[src/bmu_pkg.sv]
// Shared types, constants and helper functions of the bit-manipulation unit
package bmu_pkg;

    localparam int BMU_BYTE_W = 8;
    localparam int BMU_POS_W = 3;
    localparam int BMU_ADDR_W = 16;
    localparam logic [BMU_BYTE_W-1:0] BMU_BYTE_RST = 8'h00;
    localparam logic [BMU_ADDR_W-1:0] BMU_ADDR_RST = 16'h0000;
    localparam logic [BMU_POS_W-1:0] BMU_POS_RST = 3'h0;

    typedef enum logic [3:0] {
        set_bit_op,
        clear_bit_op,
        invert_bit_op,
        test_bit_op,
        carry_and_op,
        carry_and_inverted_op,
        carry_or_op,
        carry_or_inverted_op,
        carry_xor_op,
        carry_xor_inverted_op,
        bit_load_op,
        bit_load_inverted_op,
        bit_store_op,
        bit_store_inverted_op
    } bmu_op_t;

    // One operation as offered by the instruction decoder
    typedef struct packed {
        bmu_op_t op;
        logic pos_from_reg;
        logic [BMU_POS_W-1:0] imm_pos;
        logic [BMU_BYTE_W-1:0] pos_reg;
        logic in_mem;
        logic [BMU_ADDR_W-1:0] addr;
        logic [BMU_BYTE_W-1:0] reg_data;
        logic carry;
        logic zero;
    } bmu_req_t;

    // Outcome handed back to the register file and condition codes
    typedef struct packed {
        logic [BMU_BYTE_W-1:0] data;
        logic carry;
        logic zero;
        logic reg_we;
        logic carry_we;
        logic zero_we;
    } bmu_res_t;

    localparam bmu_res_t BMU_RES_RST = '0;

    function automatic logic [BMU_BYTE_W-1:0] bmu_mask(input logic [BMU_POS_W-1:0] pos);
        bmu_mask = 8'h01 << pos;
    endfunction : bmu_mask

    function automatic logic bmu_writes_operand(input bmu_op_t op);
        bmu_writes_operand = (op == set_bit_op) || (op == clear_bit_op) || (op == invert_bit_op)
            || (op == bit_store_op) || (op == bit_store_inverted_op);
    endfunction : bmu_writes_operand

    function automatic logic bmu_imm_only(input bmu_op_t op);
        bmu_imm_only = (op == carry_and_inverted_op) || (op == carry_or_inverted_op)
            || (op == carry_xor_inverted_op) || (op == bit_load_inverted_op)
            || (op == bit_store_inverted_op);
    endfunction : bmu_imm_only

    function automatic logic bmu_writes_carry(input bmu_op_t op);
        bmu_writes_carry = (op == carry_and_op) || (op == carry_and_inverted_op) || (op == carry_or_op)
            || (op == carry_or_inverted_op) || (op == carry_xor_op) || (op == carry_xor_inverted_op)
            || (op == bit_load_op) || (op == bit_load_inverted_op);
    endfunction : bmu_writes_carry

endpackage : bmu_pkg

[src/bmu_bit_alu.sv]
// Combinational single-bit operation on one byte and the carry flag
`timescale 1ns/1ps
`default_nettype none
module bmu_bit_alu (
    // Operands
    input wire bmu_pkg::bmu_op_t op_i,
    input wire logic [bmu_pkg::BMU_BYTE_W-1:0] data_i,
    input wire logic [bmu_pkg::BMU_POS_W-1:0] pos_i,
    input wire logic carry_i,
    input wire logic zero_i,
    // Results
    output logic [bmu_pkg::BMU_BYTE_W-1:0] data_o,
    output logic carry_o,
    output logic zero_o
);
    import bmu_pkg::*;

    logic [BMU_BYTE_W-1:0] mask;
    logic bit_val;

    assign mask = bmu_mask(pos_i);
    assign bit_val = |(data_i & mask);

    always_comb begin
        data_o = data_i;
        carry_o = carry_i;
        zero_o = zero_i;
        unique case (op_i)
            set_bit_op: data_o = data_i | mask;
            clear_bit_op: data_o = data_i & ~mask;
            invert_bit_op: data_o = data_i ^ mask;
            test_bit_op: zero_o = ~bit_val;
            carry_and_op: carry_o = carry_i & bit_val;
            carry_and_inverted_op: carry_o = carry_i & ~bit_val;
            carry_or_op: carry_o = carry_i | bit_val;
            carry_or_inverted_op: carry_o = carry_i | ~bit_val;
            carry_xor_op: carry_o = carry_i ^ bit_val;
            carry_xor_inverted_op: carry_o = carry_i ^ ~bit_val;
            bit_load_op: carry_o = bit_val;
            bit_load_inverted_op: carry_o = ~bit_val;
            bit_store_op: data_o = carry_i ? (data_i | mask) : (data_i & ~mask);
            bit_store_inverted_op: data_o = carry_i ? (data_i & ~mask) : (data_i | mask);
            default: begin
                data_o = data_i;
                carry_o = carry_i;
                zero_o = zero_i;
            end
        endcase
    end

endmodule : bmu_bit_alu
`default_nettype wire

[src/bmu_bit_unit.sv]
// Bit-manipulation unit: request handshake, memory read-modify-write and result registers
//
// Contract
// - Set-bit forces the selected operand bit to one, others unchanged.
// - Clear-bit forces the selected operand bit to zero, others unchanged.
// - Invert-bit complements the selected operand bit, others unchanged.
// - Test-bit loads zero flag with the complement of the selected bit.
// - Set, clear, invert, test take position from immediate or register low bits.
// - Inverted carry, load and store forms take position only from immediate.
// - Carry-AND writes carry AND selected bit into carry.
// - Inverted carry-AND writes carry AND inverted bit into carry.
// - Carry-OR writes carry OR selected bit into carry.
// - Inverted carry-OR writes carry OR inverted bit into carry.
// - Carry-XOR writes carry XOR selected bit into carry.
// - Inverted carry-XOR writes carry XOR inverted bit into carry.
// - Bit-load copies the selected bit into carry, operand untouched.
// - Inverted bit-load copies the inverted selected bit into carry.
// - Bit-store writes carry into the selected bit, others intact.
// - Inverted bit-store writes inverted carry into the selected bit.
// - All operations act on one byte; positions span its eight bits.
`timescale 1ns/1ps
`default_nettype none
module bmu_bit_unit (
    // Clock and reset
    input wire logic clk_i,
    input wire logic rst_i,
    // Request from the instruction decoder
    input wire logic req_valid_i,
    output logic req_ready_o,
    input wire bmu_pkg::bmu_req_t req_i,
    // Completion
    output logic done_o,
    output logic err_o,
    output bmu_pkg::bmu_res_t res_o,
    // Byte memory port
    output logic mem_req_o,
    output logic mem_we_o,
    output logic [bmu_pkg::BMU_ADDR_W-1:0] mem_addr_o,
    output logic [bmu_pkg::BMU_BYTE_W-1:0] mem_wdata_o,
    input wire logic [bmu_pkg::BMU_BYTE_W-1:0] mem_rdata_i,
    input wire logic mem_ack_i
);
    import bmu_pkg::*;

    typedef enum logic [1:0] {
        ST_IDLE,
        ST_READ,
        ST_EXEC,
        ST_WRITE
    } bmu_state_t;

    bmu_state_t state;
    bmu_op_t op;
    logic in_mem;
    logic [BMU_POS_W-1:0] pos;
    logic [BMU_BYTE_W-1:0] op_byte;
    logic carry;
    logic zero;
    logic [BMU_POS_W-1:0] sel_pos;
    logic pos_legal;
    logic [BMU_BYTE_W-1:0] alu_data;
    logic alu_carry;
    logic alu_zero;
    logic accept;
    logic finish;

    bmu_pos_sel u_pos_sel (
        .op_i(req_i.op),
        .pos_from_reg_i(req_i.pos_from_reg),
        .imm_pos_i(req_i.imm_pos),
        .pos_reg_i(req_i.pos_reg),
        .pos_o(sel_pos),
        .legal_o(pos_legal)
    );

    bmu_bit_alu u_bit_alu (
        .op_i(op),
        .data_i(op_byte),
        .pos_i(pos),
        .carry_i(carry),
        .zero_i(zero),
        .data_o(alu_data),
        .carry_o(alu_carry),
        .zero_o(alu_zero)
    );

    assign req_ready_o = (state == ST_IDLE);
    assign accept = req_valid_i && req_ready_o;
    // Finishes in EXEC unless a memory byte must still be written back
    assign finish = ((state == ST_EXEC) && !(in_mem && bmu_writes_operand(op)))
        || ((state == ST_WRITE) && mem_ack_i);

    // Sequencer
    always_ff @(posedge clk_i or posedge rst_i) begin
        if (rst_i) begin
            state <= ST_IDLE;
        end else begin
            unique case (state)
                ST_IDLE: begin
                    if (accept && pos_legal) begin
                        state <= req_i.in_mem ? ST_READ : ST_EXEC;
                    end
                end
                ST_READ: begin
                    if (mem_ack_i) begin
                        state <= ST_EXEC;
                    end
                end
                ST_EXEC: begin
                    state <= (in_mem && bmu_writes_operand(op)) ? ST_WRITE : ST_IDLE;
                end
                ST_WRITE: begin
                    if (mem_ack_i) begin
                        state <= ST_IDLE;
                    end
                end
            endcase
        end
    end

    // Captured request and operand byte
    always_ff @(posedge clk_i or posedge rst_i) begin
        if (rst_i) begin
            op <= set_bit_op;
            in_mem <= 1'b0;
            pos <= BMU_POS_RST;
            op_byte <= BMU_BYTE_RST;
            carry <= 1'b0;
            zero <= 1'b0;
        end else if (accept && pos_legal) begin
            op <= req_i.op;
            in_mem <= req_i.in_mem;
            pos <= sel_pos;
            op_byte <= req_i.reg_data;
            carry <= req_i.carry;
            zero <= req_i.zero;
        end else if ((state == ST_READ) && mem_ack_i) begin
            op_byte <= mem_rdata_i;
        end
    end

    // Memory port: read the byte, then, for operations that change the operand, write the whole modified byte to the same address
    always_ff @(posedge clk_i or posedge rst_i) begin
        if (rst_i) begin
            mem_req_o <= 1'b0;
            mem_we_o <= 1'b0;
            mem_addr_o <= BMU_ADDR_RST;
            mem_wdata_o <= BMU_BYTE_RST;
        end else if (accept && pos_legal && req_i.in_mem) begin
            mem_req_o <= 1'b1;
            mem_we_o <= 1'b0;
            mem_addr_o <= req_i.addr;
        end else if ((state == ST_EXEC) && in_mem && bmu_writes_operand(op)) begin
            mem_req_o <= 1'b1;
            mem_we_o <= 1'b1;
            mem_wdata_o <= alu_data;
        end else if (((state == ST_READ) || (state == ST_WRITE)) && mem_ack_i) begin
            mem_req_o <= 1'b0;
            mem_we_o <= 1'b0;
        end
    end

    // Results and completion pulses
    always_ff @(posedge clk_i or posedge rst_i) begin
        if (rst_i) begin
            res_o <= BMU_RES_RST;
            done_o <= 1'b0;
            err_o <= 1'b0;
        end else begin
            done_o <= finish;
            err_o <= accept && !pos_legal;
            if (finish) begin
                res_o.data <= alu_data;
                res_o.carry <= alu_carry;
                res_o.zero <= alu_zero;
                res_o.reg_we <= !in_mem && bmu_writes_operand(op);
                res_o.carry_we <= bmu_writes_carry(op);
                res_o.zero_we <= (op == test_bit_op);
            end
        end
    end

endmodule : bmu_bit_unit
`default_nettype wire

[src/bmu_pos_sel.sv]
// Bit position source selection and legality check
`timescale 1ns/1ps
`default_nettype none
module bmu_pos_sel (
    // Request fields
    input wire bmu_pkg::bmu_op_t op_i,
    input wire logic pos_from_reg_i,
    input wire logic [bmu_pkg::BMU_POS_W-1:0] imm_pos_i,
    input wire logic [bmu_pkg::BMU_BYTE_W-1:0] pos_reg_i,
    // Selected position
    output logic [bmu_pkg::BMU_POS_W-1:0] pos_o,
    output logic legal_o
);
    import bmu_pkg::*;

    // Only the low three bits of a register count: positions stay in one byte
    assign pos_o = pos_from_reg_i ? pos_reg_i[BMU_POS_W-1:0] : imm_pos_i;
    // Inverted carry, load and store forms take no register position
    assign legal_o = !(pos_from_reg_i && bmu_imm_only(op_i));

endmodule : bmu_pos_sel
`default_nettype wire
[config.mk]
export PLATFORM = sky130hd
export DESIGN_NAME = bmu_bit_unit
export DESIGN_NICKNAME = d
export VERILOG_FILES = /design/src/bmu_pkg.sv /design/src/bmu_bit_alu.sv /design/src/bmu_bit_unit.sv /design/src/bmu_pos_sel.sv
export SDC_FILE = /design/constraint.sdc
export NUM_CORES = 1
export LEC_CHECK = 0
export BUFFER_PORTS_ARGS = -buffer_cell sky130_fd_sc_hd__buf_2
export CAP_MARGIN = 10
export CORE_MARGIN = 2
export CORE_UTILIZATION = 27
export DETAILED_ROUTE_END_ITERATION = 10
export HOLD_SLACK_MARGIN = 0.05
export PLACE_DENSITY = 0.49
export SETUP_SLACK_MARGIN = 0.2
export SLEW_MARGIN = 0
export SYNTH_ARGS = -nofsm -noshare
export SYNTH_HDL_FRONTEND = slang
export SYNTH_SLANG_ARGS = --single-unit
[constraint.sdc]
create_clock -name clk_i -period 3.1 [get_ports clk_i]
set_clock_uncertainty 0.1 [all_clocks]
set_input_delay 0.93 -clock clk_i [delete_from_list [all_inputs] [get_ports clk_i]]
set_output_delay 0.93 -clock clk_i [all_outputs]
set_load 0.005 [all_outputs]
# [After elaboration in Yosys (flattened, before gate mapping)]
# Cells that the tools add are included.
[word_totals] reg_bits=61 input_bits=55
[classes] n_eq_ne=24 shifts=1 mux=18 bitwise_logic=13 n_reduce_logical=40
[ops] operator="$pmux W8 S5" n=1
[ops] operator="$eq A4 B4 Y1 const B" n=9
[ops] operator="$mux W8" n=4
[ops] operator="$eq A4 B3 Y1 const B" n=6
[ops] operator="$logic_or A1 B1 Y1" n=17
[ops] operator="$and A8 B8 Y8" n=2
[ops] operator="$logic_and A1 B1 Y1" n=13
[ops] operator="$mux W2" n=5
[ops] operator="$eq A4 B2 Y1 const B" n=2
[ops] operator="$not A8 Y8" n=1
[ops] operator="$or A8 B8 Y8" n=1
[ops] operator="$pmux W1 S8" n=1
[ops] operator="$pmux W2 S4" n=1
[ops] operator="$reduce_or A8 Y1" n=1
[ops] operator="$shl A1 B3 Y8 const A" n=1
[ops] operator="$xor A8 B8 Y8" n=1
[ops] operator="$mux W1" n=5
[ops] operator="$eq A2 B2 Y1 const B" n=2
[ops] operator="$eq A4 B1 Y1 const B" n=1
[ops] operator="$logic_not A4 Y1" n=1
[ops] operator="$ne A2 B2 Y1 const B" n=2
[ops] operator="$logic_not A1 Y1" n=3
[ops] operator="$mux W3" n=1
[ops] operator="$reduce_and A3 Y1" n=1
[ops] operator="other kinds (10)" n=14

# [Longest topological paths before layout]
# Gate-level depths: netlist of the first run.
[depth] word_depth=11 ltp_mapped=11

# [By module]
# A second synthesis of the first run with hierarchy kept.
[hier_totals] hier_cells=324 area_unflattened_um2=3656.0
[by_module_without_submodules] module="bmu_bit_unit" instances=1 cells_per_inst=172 area_each_um2=2581.2 seq_area_each_um2=1526.5
[by_module_without_submodules] module="bmu_bit_alu" instances=1 cells_per_inst=147 area_each_um2=1027.2 seq_area_each_um2=0.0
[by_module_without_submodules] module="bmu_pos_sel" instances=1 cells_per_inst=5 area_each_um2=47.5 seq_area_each_um2=0.0

# [Least setup slack after synthesis of the first run]
# Ideal clock, no wire load.
[synth_path] kind="register to register" startpoint="register pos[2]" endpoint="register res_o[4] in the netlist's numbering" arrival_ps=2071 required_ps=2918 slack_ps=847 path_stages_with_launch=9 n_path_buf=1 period_less_slack_ps=2253 cell_sequence="dfrtp_1 clkbuf_1 and3b_1 ha_1 or4_1 nor2_1 xor2_1 or2_2 a31oi_1"
[synth_via] elab_chain_len=6 elab_cells_between_ends=11
[synth_lines] item="start: declaration" line_no="bmu_bit_unit.sv:55" text="logic [BMU_POS_W-1:0] pos;"
[synth_lines] item="start signal: assignment" line_no="bmu_bit_unit.sv:133" text="pos <= sel_pos;"
[synth_lines] item="$shl A1 B3 Y8 *" line_no="bmu_pkg.sv:54" text="bmu_mask = 8'h01 << pos;"
[synth_lines] item="$and A8 B8 Y8 *" line_no="bmu_bit_alu.sv:22" text="assign bit_val = |(data_i & mask);"
[synth_lines] item="$reduce_or A8 Y1 *" line_no="bmu_bit_alu.sv:22"
[synth_lines] item="$not A1 Y1"
[synth_lines] item="$xor A1 B1 Y1, or another cell as far along" line_no="bmu_bit_alu.sv:38" text="carry_xor_inverted_op: carry_o = carry_i ^ ~bit_val;"
[synth_lines] item="$pmux W1 S8 *" line_no="bmu_bit_alu.sv:28" text="unique case (op_i)"
[synth_lines] item="end: declaration" line_no="bmu_bit_unit.sv:34" text="output bmu_pkg::bmu_res_t res_o,"
# Every way passes the cells marked *; elsewhere a longest branch is shown, timed or not.
# A chain may end at the register's enable or synchronous reset.

# [Final worst setup path of the first run]
[layout_path] startpoint="register op[2]" endpoint="register mem_wdata_o[6] in the netlist's numbering"
[layout_via] elab_chain_len=7 elab_cells_between_ends=12
[layout_lines] item="start: declaration" line_no="bmu_bit_unit.sv:53" text="bmu_op_t op;"
[layout_lines] item="start signal: assignment" line_no="bmu_bit_unit.sv:124" text="op <= set_bit_op;"
[layout_lines] item="start signal: assignment" line_no="bmu_bit_unit.sv:131" text="op <= req_i.op;"
[layout_lines] item="$eq A4 B1 Y1 or $logic_not A4 Y1 (tied branches)" line_no="bmu_pkg.sv:58, bmu_bit_alu.sv:28"
[layout_lines] item="$logic_or A1 B1 Y1 (2 in a row)" line_no="bmu_pkg.sv:58" text="bmu_writes_operand = (op == set_bit_op) || (op == clear_bit_op) || (op == invert_bit_op)"
[layout_lines] item="$logic_or A1 B1 Y1 (2 in a row)" line_no="bmu_pkg.sv:59" text="|| (op == bit_store_op) || (op == bit_store_inverted_op);"
[layout_lines] item="$logic_and A1 B1 Y1" line_no="bmu_bit_unit.sv:153" text="end else if ((state == ST_EXEC) && in_mem && bmu_writes_operand(op)) begin"
[layout_lines] item="$reduce_and A2 Y1 (no source line)"
[layout_lines] item="end signal: assignment" line_no="bmu_bit_unit.sv:156" text="mem_wdata_o <= alu_data;"
[layout_lines] item="end: declaration" line_no="bmu_bit_unit.sv:39" text="output logic [bmu_pkg::BMU_BYTE_W-1:0] mem_wdata_o,"
# Parallel ways exist; a longest one is shown, timed or not.

==> results of run 1 <==
layer usage:
metal  vias up  track usage (%)  share of wire [%]
met5         -                0                  0
met3         8             2.96                4.1
met2        64             18.5                 44
met1      1238             17.1                 50
li1       1322                -                  -
met4         0             4.16                1.4
cell usage in the layout (no fill, tap or decap), types with 3 or more instances in the layout:
master     netlist  routed
a22o_1           8       8
mux2_2          24      24
or2_2            3       3
buf_4            2       5
ha_1            28      28
nand2_1         18      18
clkinv_2         0       3
buf_2            5      91
o22ai_1          9       9
and3b_1          3       3
nor2_1          29      29
nand3_1          9       9
mux2i_1         21      21
inv_1           29      28
clkbuf_16        0       9
a21oi_1         35      35
o21ai_0         13      13
dfrtp_1         61      61
critical path: stages (launching register included):
cell     delay (ns)
dfrtp_1        0.42
inv_1          0.10
ha_1           0.43
o21ba_1        0.39
or2_4          0.22
and3_1         0.59
nor2_1         0.09
a21oi_1        0.13
power by group:
group | internal, mW | switching, mW
combinational | 1.01 | 1.08
sequential | 1.19 | 0.334
clock | 0.716 | 0.345
final cells by class:
cell class              instances  area share (%)
flip-flops and latches         61            35.1
multi-input cells             225            38.3
clock buffers                  10            5.50
clock inverters                 5            1.73
well taps                     172            4.96
inverters                      29            2.51
repair buffers                 97            11.8
cells in the mapped netlist:
cell       count
a21oi_1       35
a21oi_4        1
a22o_1         8
a31oi_1        1
and2b_1        1
and3_1         2
and3b_1        3
buf_2          5
buf_4          2
buf_6          5
clkbuf_1       8
clkbuf_2       1
dfrtp_1       61
ha_1          28
inv_1         29
mux2_2        24
mux2i_1       21
nand2_1       18
nand2b_1       2
nand3_1        9
nand3b_1       1
nand4_1        1
nand4b_1       1
nor2_1        29
nor2b_1        2
nor3_1         2
nor3b_1        1
nor3b_2        2
o2111ai_1      1
o21ai_0       13
o21ba_1        1
o22ai_1        9
or2_2          3
or2_4          1
or4_1          2
xnor2_1        1
xor2_1         2
path summary, 6_finish.rpt:
check,startpoint,endpoint,slack (ns)
max in group asynchronous,rst_i,op_byte[1],1.77
max reg2reg,op[2],mem_wdata_o[6],0.56
min reg2reg,in_mem,in_mem,0.39
min,in_mem,in_mem,0.39
max,op[2],mem_wdata_o[6],0.56
min in group asynchronous,rst_i,res_o[0],0.53
cells by family (layout without fill, tap and decap cells):
family          after synthesis  count (layout)  synth area share, %
simple gates                 80              80                 11.7
flops                        61              61                 44.5
fa+ha+maj                    28              28                 10.2
xor+xnor                      3               3                0.766
buf+inv                      50             141                 7.00
mux                          45              45                 14.0
compound gates               69              69                 11.9
through the flow:
stage,util [%],setup slack [ns],area (um2),std cells
after floorplan,-,0.557,3430,336
after global placement,32.2,0.567,4030,584
after detailed placement,32.2,0.538,4030,584
after CTS,34.7,0.522,4340,599
after global routing,34.7,0.281,4340,599
final,34.7,0.557,4340,599
==> results.sh, run 1 <==
export IMPL_grt_pass1_wl_um=12700
export IMPL_antenna_found_initial=0
export IMPL_grt_pass1_vias=2524
export IMPL_multi_input_area_um2=1670
export IMPL_dr_pass1_iters=4
export IMPL_antenna_left=0
export IMPL_diodes=0
export IMPL_largest_reg_flops=16
export IMPL_numCtsBuffers=9
export IMPL_synth_cells=336
export IMPL_hold_buffers=0
export IMPL_synth_largest_area_cell="dfrtp_1"
export IMPL_tightestPinTransition_ns=0.660
export IMPL_whs_ns=0.393
export IMPL_holdCritPathClass="flop to flop"
export IMPL_rr_worst_depth=7
export IMPL_top_regs="mem_addr_o (16), res_o (13)"
export IMPL_start_util_pct=27.4
export IMPL_io_buffers=91
export IMPL_rsz0062_at_grt="no"
export IMPL_cts_root_buf="clkbuf_16"
export IMPL_synth_seq_area_share_pct=44.5
export IMPL_synth_seq_cells=61
export IMPL_crit_fanout=17
export IMPL_chipWidth_um=117
export IMPL_cts_clk_slew_worst_paths_ns=0.05
export IMPL_vias=2632
export IMPL_fin_tns_setup_ns=0
export IMPL_netlist_top_cells_area="dfrtp_1 44%, ha_1 10%, mux2_2 7.9%, mux2i_1 6.1%, a21oi_1 5.1%"
export IMPL_fin_nets=506
export IMPL_arrival_ns=2.69
export IMPL_dp_hpwl_um=5980
export IMPL_p_per_area_nw_per_um2=1080
export IMPL_grt_use_total_pct=12.2
export IMPL_clock_sinks=61
export IMPL_grt_max_degree=41
export IMPL_n_fill_cell=1340
export IMPL_overflow=0
export IMPL_cts_htree_levels=3
export IMPL_clock_latency_ns=0.33
export IMPL_drive_above_1_share_pct=33.7
export IMPL_syn_area_um2=3430
export IMPL_finalCriticalPeriod_ns=2.54
export IMPL_num_rows=41
export IMPL_wl_per_cell_um=13.4
export IMPL_setup_viol=0
export IMPL_hold_depth=2
export IMPL_die_h_um=117
export IMPL_cap_violations=0
export IMPL_gp_congestion=0.772
export IMPL_maxSlewHeadroom_pct=56.0
export IMPL_status="completed"
export IMPL_drt_iter0_markers=125
export IMPL_hold_violations=0
export IMPL_criticalPathCategory="flop to flop"
export IMPL_fmax_mhz=393
export IMPL_syn_avg_cell_area_um2=10.2
export IMPL_p_leak_nw=2.19
export IMPL_cts_tree="yes"
export IMPL_start_kind="flop"
export IMPL_top_register="mem_addr_o"
export IMPL_final_seq_area_um2=1530
export IMPL_cp_required_ns=3.25
export IMPL_cts_buffer_depth=2
export IMPL_vias_per_cell=4.39
export IMPL_ys_types=37
export IMPL_post_cts_buffers=0
export IMPL_synth_nets=419
export IMPL_finalPower_mw=4.67
export IMPL_wl_um=8030
export IMPL_drc=0
export IMPL_min_period_over_period_pct=82.0
export IMPL_cp_end_kind="flop"
export IMPL_drv_slew=0
export IMPL_cts_resized=0
export IMPL_core_area_um2=12500
export IMPL_io_pins=97
export IMPL_dieArea_um2=13600
export IMPL_vdd_drop_max_v=0.000332
export IMPL_synth_top_cell_area_share_pct=44.5
export IMPL_syn2layout_area_growth_pct=26.5
export IMPL_yosysWarnings=0
Power figures use the tool's default switching activity.
==> run 2: changes to the inputs <==
ABC_AREA = 1   (was not set)
clock period = 2.4 ns   (was 3.1 ns; I/O delays follow)
==> results.sh, run 2 <==
export IMPL_setup_viol=0
export IMPL_drt_iter0_markers=155
export IMPL_finalPower_mw=5.85
export IMPL_yosysMostFrequentCell="nand2_1"
export IMPL_dp_hpwl_um=7040
export IMPL_final_cell_mix="167 x nand2_1, 91 x buf_2, 61 x dfrtp_1, 47 x nand3_1, 41 x inv_1"
export IMPL_holdCritPathClass="input port to asynchronous set/reset pin"
export IMPL_status="completed"
export IMPL_post_synth_and_or_nand_nor_area_fraction_pct=30.7
export IMPL_core_area_um2=12600
export IMPL_cts_htree_levels=3
export IMPL_rsz0062_at_grt="no"
export IMPL_synth_top_family_by_area="simple AND/OR/NAND/NOR gates"
export IMPL_post_cts_buffers=0
export IMPL_multi_input_area_um2=1710
export IMPL_synth_seq_cells=61
export IMPL_antenna_found_initial=0
export IMPL_syn_area_um2=3470
export IMPL_drc=0
export IMPL_n_fill_cell=1328
export IMPL_synth_top_cell_area_share_pct=44.0
export IMPL_gp_congestion=0.818
export IMPL_hold_buffers=0
export IMPL_synthArstFlopShare_pct=100
export IMPL_cts_tree="yes"
export IMPL_grt_pass1_wl_um=15200
export IMPL_overflow=0
export IMPL_drive_above_1_share_pct=23.6
export IMPL_critPathSlowestCell="nand3_1"
export IMPL_numCtsBuffers=9
export IMPL_criticalPathCategory="flop to flop"
export IMPL_chipWidth_um=117
export IMPL_wl_per_cell_um=12.4
export IMPL_syn2layout_area_growth_pct=29.3
export IMPL_tightestPinTransition_ns=0.537
export IMPL_drv_slew=0
export IMPL_synthAdderAreaFrac_pct=10.1
export IMPL_syn_avg_cell_area_um2=7.76
export IMPL_die_h_um=117
export IMPL_wl_um=9040
export IMPL_clock_sinks=61
export IMPL_arrival_ns=2.17
export IMPL_crit_chain="ha_1 -> inv_1 -> nor2_4 -> nand3_1 -> nor2_1 -> nor3_1 -> o21ai_0 -> nand2_1 -> nand2_1"
export IMPL_min_period_over_period_pct=83.5
export IMPL_diodes=0
export IMPL_synth_xor_area_share_pct=0
export IMPL_io_buffers=91
export IMPL_synth_mux_area_fraction_pct=0.974
export IMPL_fmax_mhz=499
export IMPL_layout_setup_ws_ns=0.395
export IMPL_cts_root_buf="clkbuf_16"
export IMPL_synth_compound_area_share_pct=7.47
export IMPL_top_regs="mem_addr_o (16), res_o (13)"
export IMPL_slowest_delay_ns=0.38
export IMPL_vias_per_cell=4.30
export IMPL_path_buf_inv=1
export IMPL_num_rows=41
export IMPL_io_pins=97
export IMPL_synth_ff_type="dfrtp_1"
export IMPL_ys_types=24
export IMPL_final_seq_area_um2=1530
export IMPL_vias=3133
export IMPL_path_delay_family="simple AND/OR/NAND/NOR gates"
export IMPL_final_common_cell="nand2_1"
export IMPL_synth_largest_area_cell="dfrtp_1"
export IMPL_grt_max_degree=24
export IMPL_synth_cells=447
export IMPL_vdd_drop_max_v=0.000338
export IMPL_fin_nets=634
export IMPL_crit_fanout=10
export IMPL_whs_ns=0.333
export IMPL_antenna_left=0
export IMPL_start_kind="flop"
export IMPL_grt_pass1_vias=3049
export IMPL_largest_reg_flops=16
export IMPL_netlist_top_cells_area="dfrtp_1 44%, nand2_1 18%, ha_1 10%, nand3_1 6.8%, inv_1 4.5%"
export IMPL_cp_required_ns=2.56
export IMPL_hold_violations=0
export IMPL_grt_use_total_pct=13.8
export IMPL_synth_edf_count=0
export IMPL_finalCriticalPeriod_ns=2.01
export IMPL_p_leak_nw=2.51
export IMPL_dieArea_um2=13800
export IMPL_yosysWarnings=0
export IMPL_pre_cts_ws_ns=0.212
export IMPL_cts_resized=0
export IMPL_yosys_top_cells_count="167 x nand2_1, 61 x dfrtp_1, 47 x nand3_1"
export IMPL_synth_nets=530
export IMPL_cts_clk_slew_worst_paths_ns=0.06
export IMPL_crit_top_cell="nand2_1"
export IMPL_maxSlewHeadroom_pct=64.1
export IMPL_clock_latency_ns=0.33
export IMPL_start_util_pct=27.6
export IMPL_p_per_area_nw_per_um2=1300
export IMPL_top_register="mem_addr_o"
export IMPL_dr_pass1_iters=4
export IMPL_cap_violations=0
export IMPL_cp_end_kind="flop"
export IMPL_fin_tns_setup_ns=0
export IMPL_synth_seq_area_share_pct=44.0
export IMPL_cts_buffer_depth=2
run 2: cell types whose count changed after synthesis, sizes merged, moves of 4 or more:
cell and delta:
clkbuf -6, or2 -4, inv +16, a22o -8
nor3 +5, o22ai -9, o21ai +20, buf -6
nand3 +38, mux2 -21, nand2 +150, mux2i -21
a21oi -28
run 2: cell type report:
cell class / count / area share (%)
flip-flops and latches: 61 / 34.0
well taps: 172 / 4.80
multi-input cells: 330 / 38.0
repair buffers: 102 / 12.6
clock buffers: 12 / 5.50
inverters: 47 / 4.02
clock inverters: 4 / 1.06
run 2: cells by family after synthesis:
family / after synthesis
adder cells (fa/ha/maj): 28
AND/OR/NAND/NOR: 254
multiplexers: 3
AO/OA/AOI/OAI: 45
flip-flops: 61
buffers and inverters: 56
run 2: worst paths after layout:
check	from	end	slack, ns	cells after the start
worst min-delay path	rst_i	done_o	0.33	2
min in group clk_i	mem_addr_o[5]	mem_addr_o[5]	0.37	2
worst max-delay path	op[2]	mem_wdata_o[6]	0.39	9
worst max register to register	op[2]	mem_wdata_o[6]	0.39	9
max in group asynchronous	rst_i	op_byte[6]	1.37	3
worst min register to register	mem_addr_o[5]	mem_addr_o[5]	0.37	2
run 2: metrics by stage:
step,cells,cell area [um2],utilization (%)
after global placement,712,4190,33.3
after global routing,728,4490,35.7
after CTS,728,4490,35.7
final,728,4490,35.7
after detailed placement,712,4190,33.3
after floorplan,447,3470,-
run 2: layer usage:
layer | global-route usage, % | vias to the layer above | wire, um
li1 | - | 1625 | -
met1 | 18.0 | 1434 | 4350
met2 | 22.2 | 63 | 4150
met3 | 3.16 | 11 | 382
met4 | 5.42 | 0 | 157
met5 | 0 | - | 0
run 2: power by group:
group	switching, mW	leakage, nW	internal [mW]
Combinational	1.66	1.61	1.02
Clock	0.450	0.143	0.828
Sequential	0.380	0.755	1.51
Total	2.49	2.51	3.36
